===== src/hw/srs_consts.svh =====
// Register indices, field positions, reset values and timing counts for SYSREF capture
`ifndef SRS_CONSTS_SVH
`define SRS_CONSTS_SVH
// Register indices (byte address is four times the index)
`define SRS_IDX_CLKDIV 13'h010B
`define SRS_IDX_CTRL 13'h0120
`define SRS_IDX_IGNORE 13'h0121
`define SRS_IDX_TSDLY 13'h0123
`define SRS_IDX_MONITOR 13'h0128
`define SRS_IDX_SYNCMODE 13'h01FF
`define SRS_IDX_APPMODE 13'h0200
`define SRS_IDX_CBF_LO 13'h0559
`define SRS_IDX_CBF_HI 13'h055A
`define SRS_IDX_CBCNT 13'h058F
// Field positions
`define SRS_SYNCMODE_BIT 0
`define SRS_CTRL_MODE_LSB 1
`define SRS_CTRL_MODE_MSB 2
`define SRS_CTRL_EDGE_BIT 3
`define SRS_CTRL_TRANS_BIT 4
`define SRS_CBF0_LSB 0
`define SRS_CBF1_LSB 4
`define SRS_CBCNT_LSB 6
`define SRS_APPMODE_DEC_BIT 0
// Field values
`define SRS_MODE_OFF 2'h0
`define SRS_MODE_CONT 2'h1
`define SRS_MODE_NSHOT 2'h2
`define SRS_CBF_SYSREF 3'h5
// Reset values
`define SRS_RST_BYTE 8'h00
// Monitor nibble for best margin
`define SRS_NIB_BEST 4'h8
// Pipeline stages from pin to marker pulse (sync 2, detect 1, delay stage 1)
`define SRS_SMP_LAT 4
`endif


===== src/hw/srs_pkg.sv =====
// Types for SYSREF capture and multichip synchronization
package srs_pkg;
   typedef struct packed {
      logic [31:0] paddr;
      logic psel;
      logic penable;
      logic pwrite;
      logic [31:0] pwdata;
   } srs_apb_req_t;
   typedef struct packed {
      logic [31:0] prdata;
      logic pready;
      logic pslverr;
   } srs_apb_rsp_t;
   typedef struct packed {
      logic valid;
      logic [15:0] data;
   } srs_smp_in_t;
   typedef struct packed {
      logic valid;
      logic [15:0] data;
      logic [2:0] ctrl;
   } srs_smp_out_t;
   typedef struct packed {
      logic clk_div;
      logic ddc;
      logic sig_mon;
      logic link;
   } srs_resync_t;
endpackage


===== src/hw/srs_delay.sv =====
// Programmable delay from a captured SYSREF event to the timestamp marker
`timescale 1ns/1ns
module srs_delay #(
   parameter int W = 8
) (
   // Clock and reset
   input wire logic clk,
   input wire logic rst,
   input wire logic ce,
   // Event and delay
   input wire logic start,
   input wire logic [W-1:0] delay,
   // Marker
   output logic mark
);
   typedef struct packed {
      logic busy;
      logic [W-1:0] cnt;
      logic mark;
   } srs_delay_state_t;

   srs_delay_state_t st_reg, st_next;

   // Elaboration check on the counter width
   if (W < 1 || W > 16) begin
      $error("srs_delay width out of range");
   end

   // ----------------------------------------
   // Countdown
   // ----------------------------------------
   always_comb begin
      st_next = st_reg;
      st_next.mark = 1'b0;
      if (start) begin
         st_next.busy = (delay != '0);
         st_next.cnt = delay;
         st_next.mark = (delay == '0);
      end else if (st_reg.busy) begin
         st_next.cnt = st_reg.cnt - 1'b1;
         if (st_reg.cnt == {{(W-1){1'b0}}, 1'b1}) begin
            st_next.busy = 1'b0;
            st_next.mark = 1'b1;
         end
      end
   end

   always_ff @(posedge clk or posedge rst) begin
      if (rst) begin
         st_reg <= '0;
      end else if (ce) begin
         st_reg <= st_next;
      end
   end

   assign mark = st_reg.mark;
endmodule


===== src/hw/srs_edge.sv =====
// SYSREF pin synchronizer, transition detector and setup/hold margin monitor
`timescale 1ns/1ns
`include "srs_consts.svh"
module srs_edge (
   // Clock and reset
   input wire logic clk,
   input wire logic rst,
   input wire logic ce,
   // Configuration
   input wire logic edge_sel,
   input wire logic trans_sel,
   // SYSREF pin
   input wire logic sysref_pin,
   // Results
   output logic evt,
   output logic [3:0] setup_nib,
   output logic [3:0] hold_nib
);
   typedef struct packed {
      logic s1;
      logic s2;
      logic s3;
      logic prev;
      logic [3:0] run;
      logic [3:0] setup;
      logic [3:0] hold;
      logic hold_on;
      logic evt;
   } srs_edge_state_t;

   srs_edge_state_t st_reg, st_next;
   logic cur;

   // ----------------------------------------
   // Detection
   // ----------------------------------------
   always_comb begin
      st_next = st_reg;
      st_next.s1 = sysref_pin;
      st_next.s2 = st_reg.s1;
      st_next.s3 = st_reg.s2;
      cur = edge_sel ? st_reg.s3 : st_reg.s2;
      st_next.prev = cur;
      st_next.evt = (st_reg.prev == trans_sel) && (cur != trans_sel);
      if (cur == trans_sel) begin
         if (st_reg.run != 4'hF) begin
            st_next.run = st_reg.run + 4'h1;
         end
      end else begin
         st_next.run = 4'h0;
      end
      if (st_next.evt) begin
         st_next.setup = (st_reg.run >= `SRS_NIB_BEST) ? `SRS_NIB_BEST : st_reg.run;
         st_next.hold = 4'h0;
         st_next.hold_on = 1'b1;
      end else if (st_reg.hold_on) begin
         if (cur != trans_sel && st_reg.hold != `SRS_NIB_BEST) begin
            st_next.hold = st_reg.hold + 4'h1;
         end else begin
            st_next.hold_on = 1'b0;
         end
      end
   end

   always_ff @(posedge clk or posedge rst) begin
      if (rst) begin
         st_reg <= '0;
      end else if (ce) begin
         st_reg <= st_next;
      end
   end

   assign evt = st_reg.evt;
   assign setup_nib = st_reg.setup;
   assign hold_nib = st_reg.hold;
endmodule


===== src/hw/srs_top.sv =====
// SYSREF capture and multichip synchronization top with APB register slave
//
// Added by the designer: the APB register port.
`timescale 1ns/1ns
`include "srs_consts.svh"
module srs_top #(
   parameter int NCH = 4,
   parameter int DLY_W = 8
) (
   // Clock, reset, enable
   input wire logic clk,
   input wire logic rst,
   input wire logic ce,
   // APB slave
   input wire srs_pkg::srs_apb_req_t apb_req,
   output srs_pkg::srs_apb_rsp_t apb_rsp,
   // SYSREF pin
   input wire logic sysref_pin,
   // Sample streams
   input wire srs_pkg::srs_smp_in_t [NCH-1:0] smp_in,
   output srs_pkg::srs_smp_out_t [NCH-1:0] smp_out,
   // Resync strobes
   output srs_pkg::srs_resync_t resync
);
   localparam int LAT = `SRS_SMP_LAT;

   typedef struct packed {
      logic [7:0] clkdiv;
      logic [7:0] ctrl;
      logic [7:0] ignore;
      logic [7:0] tsdly;
      logic [7:0] syncmode;
      logic [7:0] appmode;
      logic [7:0] cbf_lo;
      logic [7:0] cbf_hi;
      logic [7:0] cbcnt;
      logic [3:0] ign_cnt;
      srs_pkg::srs_apb_rsp_t rsp;
      srs_pkg::srs_resync_t resync;
      logic [LAT-1:0][NCH-1:0] vpipe;
      logic [LAT-1:0][NCH-1:0][15:0] dpipe;
      srs_pkg::srs_smp_out_t [NCH-1:0] out;
   } srs_top_state_t;

   srs_top_state_t st_reg, st_next;
   logic evt;
   logic mark;
   logic [3:0] setup_nib;
   logic [3:0] hold_nib;
   logic act;
   logic ts_en;
   logic [1:0] mode;
   logic [2:0] cmask;
   logic apb_fire;
   logic hit;
   logic [7:0] rd;

   // Elaboration checks on the parameters
   if (NCH < 1 || NCH > 16) begin
      $error("srs_top channel count out of range");
   end
   if (DLY_W != 8) begin
      $error("srs_top delay width must match the 8-bit register");
   end

   // ----------------------------------------
   // Helpers
   // ----------------------------------------
   function automatic logic [31:0] reg_addr(input logic [12:0] idx);
      reg_addr = {17'h0_0000, idx, 2'b00};
   endfunction

   function automatic logic cbit_on(input logic [2:0] func, input logic [1:0] cnt, input logic [1:0] k);
      cbit_on = (func == `SRS_CBF_SYSREF) && (cnt > k);
   endfunction

   // ----------------------------------------
   // Submodules
   // ----------------------------------------
   srs_edge u_edge (
      .clk(clk),
      .rst(rst),
      .ce(ce),
      .edge_sel(st_reg.ctrl[`SRS_CTRL_EDGE_BIT]),
      .trans_sel(st_reg.ctrl[`SRS_CTRL_TRANS_BIT]),
      .sysref_pin(sysref_pin),
      .evt(evt),
      .setup_nib(setup_nib),
      .hold_nib(hold_nib)
   );

   srs_delay #(
      .W(DLY_W)
   ) u_delay (
      .clk(clk),
      .rst(rst),
      .ce(ce),
      .start(act && ts_en),
      .delay(st_reg.tsdly[DLY_W-1:0]),
      .mark(mark)
   );

   // ----------------------------------------
   // Event qualification
   // ----------------------------------------
   always_comb begin
      mode = st_reg.ctrl[`SRS_CTRL_MODE_MSB:`SRS_CTRL_MODE_LSB];
      act = 1'b0;
      if (evt && mode != `SRS_MODE_OFF) begin
         if (mode == `SRS_MODE_NSHOT) begin
            act = (st_reg.ign_cnt == 4'h0);
         end else begin
            act = 1'b1;
         end
      end
      ts_en = st_reg.syncmode[`SRS_SYNCMODE_BIT] && !st_reg.appmode[`SRS_APPMODE_DEC_BIT];
      cmask[0] = cbit_on(st_reg.cbf_lo[`SRS_CBF0_LSB +: 3], st_reg.cbcnt[`SRS_CBCNT_LSB +: 2], 2'd0);
      cmask[1] = cbit_on(st_reg.cbf_lo[`SRS_CBF1_LSB +: 3], st_reg.cbcnt[`SRS_CBCNT_LSB +: 2], 2'd1);
      cmask[2] = cbit_on(st_reg.cbf_hi[`SRS_CBF0_LSB +: 3], st_reg.cbcnt[`SRS_CBCNT_LSB +: 2], 2'd2);
   end

   // ----------------------------------------
   // APB decode
   // ----------------------------------------
   always_comb begin
      apb_fire = apb_req.psel && apb_req.penable && st_reg.rsp.pready;
      hit = 1'b1;
      rd = 8'h00;
      if (apb_req.paddr == reg_addr(`SRS_IDX_CLKDIV)) begin
         rd = st_reg.clkdiv;
      end else if (apb_req.paddr == reg_addr(`SRS_IDX_CTRL)) begin
         rd = st_reg.ctrl;
      end else if (apb_req.paddr == reg_addr(`SRS_IDX_IGNORE)) begin
         rd = st_reg.ignore;
      end else if (apb_req.paddr == reg_addr(`SRS_IDX_TSDLY)) begin
         rd = st_reg.tsdly;
      end else if (apb_req.paddr == reg_addr(`SRS_IDX_MONITOR)) begin
         rd = {hold_nib, setup_nib};
      end else if (apb_req.paddr == reg_addr(`SRS_IDX_SYNCMODE)) begin
         rd = st_reg.syncmode;
      end else if (apb_req.paddr == reg_addr(`SRS_IDX_APPMODE)) begin
         rd = st_reg.appmode;
      end else if (apb_req.paddr == reg_addr(`SRS_IDX_CBF_LO)) begin
         rd = st_reg.cbf_lo;
      end else if (apb_req.paddr == reg_addr(`SRS_IDX_CBF_HI)) begin
         rd = st_reg.cbf_hi;
      end else if (apb_req.paddr == reg_addr(`SRS_IDX_CBCNT)) begin
         rd = st_reg.cbcnt;
      end else begin
         hit = 1'b0;
      end
   end

   // ----------------------------------------
   // Next state
   // ----------------------------------------
   always_comb begin
      st_next = st_reg;
      // Bus handshake: one wait cycle, then ready
      st_next.rsp.pready = apb_req.psel && apb_req.penable && !st_reg.rsp.pready;
      if (st_next.rsp.pready) begin
         st_next.rsp.prdata = (apb_req.pwrite || !hit) ? 32'h0000_0000 : {24'h00_0000, rd};
         st_next.rsp.pslverr = !hit;
      end else begin
         st_next.rsp.prdata = 32'h0000_0000;
         st_next.rsp.pslverr = 1'b0;
      end
      // Register writes
      if (apb_fire && apb_req.pwrite && hit) begin
         if (apb_req.paddr == reg_addr(`SRS_IDX_CLKDIV)) begin
            st_next.clkdiv = apb_req.pwdata[7:0];
         end else if (apb_req.paddr == reg_addr(`SRS_IDX_CTRL)) begin
            st_next.ctrl = apb_req.pwdata[7:0];
         end else if (apb_req.paddr == reg_addr(`SRS_IDX_IGNORE)) begin
            st_next.ignore = {4'h0, apb_req.pwdata[3:0]};
         end else if (apb_req.paddr == reg_addr(`SRS_IDX_TSDLY)) begin
            st_next.tsdly = apb_req.pwdata[7:0];
         end else if (apb_req.paddr == reg_addr(`SRS_IDX_SYNCMODE)) begin
            st_next.syncmode = {7'h00, apb_req.pwdata[`SRS_SYNCMODE_BIT]};
         end else if (apb_req.paddr == reg_addr(`SRS_IDX_APPMODE)) begin
            st_next.appmode = {7'h00, apb_req.pwdata[`SRS_APPMODE_DEC_BIT]};
         end else if (apb_req.paddr == reg_addr(`SRS_IDX_CBF_LO)) begin
            st_next.cbf_lo = apb_req.pwdata[7:0];
         end else if (apb_req.paddr == reg_addr(`SRS_IDX_CBF_HI)) begin
            st_next.cbf_hi = apb_req.pwdata[7:0];
         end else if (apb_req.paddr == reg_addr(`SRS_IDX_CBCNT)) begin
            st_next.cbcnt = apb_req.pwdata[7:0];
         end
         if (apb_req.paddr == reg_addr(`SRS_IDX_CTRL) || apb_req.paddr == reg_addr(`SRS_IDX_IGNORE)) begin
            st_next.ign_cnt = (apb_req.paddr == reg_addr(`SRS_IDX_IGNORE)) ? apb_req.pwdata[3:0]
                              : st_reg.ignore[3:0];
         end
      end
      // N-shot ignore countdown and self clear (hardware wins over a write)
      if (evt && mode == `SRS_MODE_NSHOT) begin
         if (st_reg.ign_cnt != 4'h0) begin
            st_next.ign_cnt = st_reg.ign_cnt - 4'h1;
         end else begin
            st_next.ctrl[`SRS_CTRL_MODE_MSB:`SRS_CTRL_MODE_LSB] = `SRS_MODE_OFF;
            st_next.ign_cnt = st_reg.ignore[3:0];
         end
      end
      // Normal mode resync strobes
      st_next.resync.clk_div = act && !st_reg.syncmode[`SRS_SYNCMODE_BIT];
      st_next.resync.ddc = act && !st_reg.syncmode[`SRS_SYNCMODE_BIT];
      st_next.resync.sig_mon = act && !st_reg.syncmode[`SRS_SYNCMODE_BIT];
      st_next.resync.link = act && !st_reg.syncmode[`SRS_SYNCMODE_BIT];
      // Equal latency sample pipeline on every channel
      for (int c = 0; c < NCH; c++) begin
         st_next.vpipe[0][c] = smp_in[c].valid;
         st_next.dpipe[0][c] = smp_in[c].data;
      end
      for (int s = 1; s < LAT; s++) begin
         st_next.vpipe[s] = st_reg.vpipe[s-1];
         st_next.dpipe[s] = st_reg.dpipe[s-1];
      end
      for (int c = 0; c < NCH; c++) begin
         st_next.out[c].valid = st_reg.vpipe[LAT-1][c];
         st_next.out[c].data = st_reg.dpipe[LAT-1][c];
         st_next.out[c].ctrl = mark ? cmask : 3'b000;
      end
   end

   always_ff @(posedge clk or posedge rst) begin
      if (rst) begin
         st_reg <= '0;
      end else if (ce) begin
         st_reg <= st_next;
      end
   end

   // ----------------------------------------
   // Outputs
   // ----------------------------------------
   assign apb_rsp = st_reg.rsp;
   assign smp_out = st_reg.out;
   assign resync = st_reg.resync;
endmodule


===== config.mk =====
export PLATFORM = sky130hd
export DESIGN_NAME = srs_top
export DESIGN_NICKNAME = d
export VERILOG_FILES = /design/src/hw/srs_pkg.sv /design/src/hw/srs_delay.sv /design/src/hw/srs_edge.sv /design/src/hw/srs_top.sv
export VERILOG_INCLUDE_DIRS = /design/src /design/src/hw
export SDC_FILE = /design/constraint.sdc
export NUM_CORES = 1
export LEC_CHECK = 0
export ABC_AREA = 1
export BUFFER_PORTS_ARGS = -buffer_cell sky130_fd_sc_hd__clkbuf_2
export CORE_MARGIN = 2
export CORE_UTILIZATION = 30
export CTS_BUF_LIST = sky130_fd_sc_hd__clkbuf_8
export DETAILED_ROUTE_END_ITERATION = 8
export HOLD_SLACK_MARGIN = 0.06
export MAX_ROUTING_LAYER = met4
export PLACE_DENSITY = 0.48
export SLEW_MARGIN = 20
export SYNTH_ARGS = -nofsm -noshare
export SYNTH_HDL_FRONTEND = slang
export SYNTH_SLANG_ARGS = --single-unit

===== constraint.sdc =====
create_clock -name clk -period 30.3 [get_ports clk]
set_clock_uncertainty 0.2 [all_clocks]
set_input_delay 3.03 -clock clk [delete_from_list [all_inputs] [get_ports clk]]
set_output_delay 3.03 -clock clk [all_outputs]
set_load 0.03 [all_outputs]

==> results_dict.tcl <==
set metrics [dict create \
    ctsResizeCount 0 \
    p_seq_frac 0.475 \
    run_status "completed" \
    start_util 0.3018 \
    drive_above_1_share 0.1558 \
    grt_pass1_wl_mm 74.18 \
    dieArea_mm2 0.06642 \
    core_area_mm2 0.06400 \
    maxCapViolCount 0 \
    p_sw_frac 0.2875 \
    ant_nets 0 \
    dp_hpwl_mm 28.20 \
    irDropWorstVdd_mv 0.03733 \
    antenna_found_initial 3 \
    worstSetupEndpointType "register" \
    grt.total_usage 0.1407 \
    rsz0062_at_grt "false" \
    viasPerCell 4.310 \
    clk_pin_slew_ns 0.06 \
    grt_pass1_vias 14130 \
    ctsHoldBuffers 0 \
    rrSetupSlack_ns 27.24 \
    wl_per_cell_um 13.55 \
    worstSetupPathType "in -> reg" \
    synthFlopType "dfrtp_1" \
    drcViolationCount 0 \
    fmax_mhz 190.4 \
    clock-sinks 440 \
    synth_seq_cells 440 \
    insertion_delay_ns 0.64 \
    grt_max_degree 200 \
    min_path_type "reg -> reg" \
    ys_seq_area_frac 0.5701 \
    synth-edff-count 0 \
    cts_buffers 82 \
    grt-ovfl-total 0 \
    num_vias 14160 \
    die_width_um 257.7 \
    cts_tree "yes" \
    start_kind "input pin" \
    p_int_w 0.001031 \
    cts_max_level 3 \
    hold_end "st_reg[409]" \
    fillCellCount 6749 \
    combPwrFrac 0.129 \
    clock_power_share 0.396 \
    rr_endpoint "u_delay.st_reg[4]" \
    gp_congestion 0.8289 \
    ff2ff_path_depth 11 \
    synthArstFlopShare 1.000 \
    first_pass_iters 5 \
    avgSynthCellArea_um2 8.550 \
    largest_register_ffs 272 \
    p_leak_nw 11.29 \
    p_sw_w 0.0004158 \
    clk_path_buf_depth 3 \
    setup-violations-final 0 \
    critPathMaxFanout 199 \
    finalCritPeriodShare 0.1733 \
    cts_setup_buffers 0 \
    nNetsFinal 2515 \
    min_period_ns 5.252 \
    crit-reg2reg-launch "st_reg[390]" \
    netlist_area_mm2 0.01931 \
    powerDensity_mw_per_mm2 65.69 \
    hold_viol 0 \
    tightest_slew_ns 1.004 \
    cp.required_ns 30.65 \
    drt_iter0_markers 1014 \
    synthToLayoutAreaGrowth_pct 14.01 \
    fp.dieH_um 257.7 \
    clock-root-buffer "clkbuf_8" \
    whs_ns 0.2654 \
    slew_viol_final 0 \
    row_count 93 \
    setup_tns_ns 0 \
    arrival_ns 5.61 \
    ios 257 \
    relSlewSlack 0.3306 \
    yosysUniqueCellTypes 45 \
    drt_wl_total_mm 44.49 \
    netlist_instances 2259 \
    io_buffers 208 \
    yosys_warnings 0 \
    hold_path_depth 2 \
    worstHoldStart "st_reg[409]" \
]
-- cell usage after synthesis, types with 3 or more instances --
cell type / count / area share
nand2_1: 725 / 0.14
dfrtp_1: 440 / 0.57
o21ai_0: 344 / 0.089
inv_1: 251 / 0.049
buf_4: 118 / 0.046
nor2_1: 85 / 0.017
clkbuf_1: 77 / 0.015
nand3_1: 60 / 0.016
a21oi_1: 20 / 0.0052
o21ai_1: 13 / 0.0034
nand4_1: 12 / 0.0039
inv_2: 11 / 0.0021
nor3_1: 10 / 0.0026
nor2_4: 8 / 0.0047
o22ai_1: 8 / 0.0026
buf_1: 7 / 0.0014
buf_2: 7 / 0.0018
ha_1: 7 / 0.0045
o211ai_1: 7 / 0.0027
nand2_2: 6 / 0.0019
nor2_2: 5 / 0.0016
nand3_2: 4 / 0.0021
a22o_1: 3 / 0.0014
a31oi_1: 3 / 0.00097
nand2_4: 3 / 0.0017
xor2_1: 3 / 0.0014
-- power by group through the flow --
| stage | Clock, W | Sequential, W | Combinational [W] |
|---|---|---|---|
| after floorplan | 0 | 0.000689 | 0.000158 |
| after global placement | 0 | 0.000696 | 0.000184 |
| after detailed placement | 0 | 0.000697 | 0.000189 |
| after CTS | 0.000598 | 0.000688 | 0.000190 |
| after global routing | 0.000624 | 0.000696 | 0.000216 |
| final | 0.000573 | 0.000687 | 0.000186 |
-- placed cells by master, fill, tap and decap left out, types with 6 or more instances in the layout --
master / n
clkbuf_8: 106
o211ai_1: 7
nand2_1: 725
o21ai_0: 344
nor2_1: 85
dfrtp_1: 440
inv_2: 11
nand2_2: 6
o21ai_1: 13
conb_1: 24
nor2_4: 8
clkbuf_2: 207
inv_1: 274
nand3_1: 60
a21oi_1: 20
nor3_1: 10
o22ai_1: 8
nand4_1: 12
ha_1: 7
-- cells by family after synthesis --
group                      count (synthesis)  synth area share
buffers and inverters                    474            0.1163
adders and majority gates                  7          0.004535
DFF                                      440            0.5701
AOI/OAI and AO/OA                        406            0.1088
xor gates and xnor gates                   4          0.001814
and+or+nand+nor                          927            0.1982
other                                      1         0.0001942
-- worst max path at each step --
stage	from	to	slack, ns	cells after the start
5_1_grt	ce	u_edge.hold_nib[2]	24.80	9
3_3_place_gp	ce	u_edge.hold_nib[2]	24.39	9
2_1_floorplan	rst	apb_rsp[0]	14.81	1
3_5_place_dp	ce	u_edge.hold_nib[2]	24.41	9
4_1_cts	ce	u_edge.hold_nib[2]	25.11	9
6_report	ce	u_edge.hold_nib[2]	25.05	9
-- metrics by stage --
step | setup slack [ns] | utilization | instances | instance area [µm²] | power (W)
5_1_grt | 24.80 | 0.3440 | 3284 | 22020 | 0.001536
3_3_place_gp | 24.39 | 0.3181 | 3140 | 20360 | 0.0008800
4_1_cts | 25.11 | 0.3439 | 3281 | 22010 | 0.001475
3_5_place_dp | 24.41 | 0.3181 | 3140 | 20360 | 0.0008862
2_1_floorplan | 14.81 | - | 2282 | 19400 | 0.0008477
6_report | 25.05 | 0.3440 | 3284 | 22020 | 0.001446
-- worst max-delay path, stage by stage --
cell	delay [ns]
buf_8	0.19
inv_8	0.65
buf_12	0.59
nor2_1	0.23
inv_1	0.22
o21ai_2	0.14
nand2_1	0.08
nor2_1	0.04
nor3_1	0.15
-- metal layers --
layer,up-vias,wire [µm],global-route usage
li1,7158,-,-
met1,6662,21300,0.1838
met2,254,20200,0.2171
met3,81,2016,0.03278
met4,0,985,0.04287
met5,-,0,-
-- area by class of cell --
type	count	area, µm²	share of cell area
clock buffers	106	1459	0.06626
diodes	3	7.507	0.0003409
multi-input cells	1368	6143	0.2790
repair buffers	214	1134	0.05148
well taps	855	1070	0.04859
inverters	263	1002	0.04552
flip-flops and latches	440	11010	0.5001
clock inverters	35	192.7	0.008751
(Power assumes the default switching activity.)
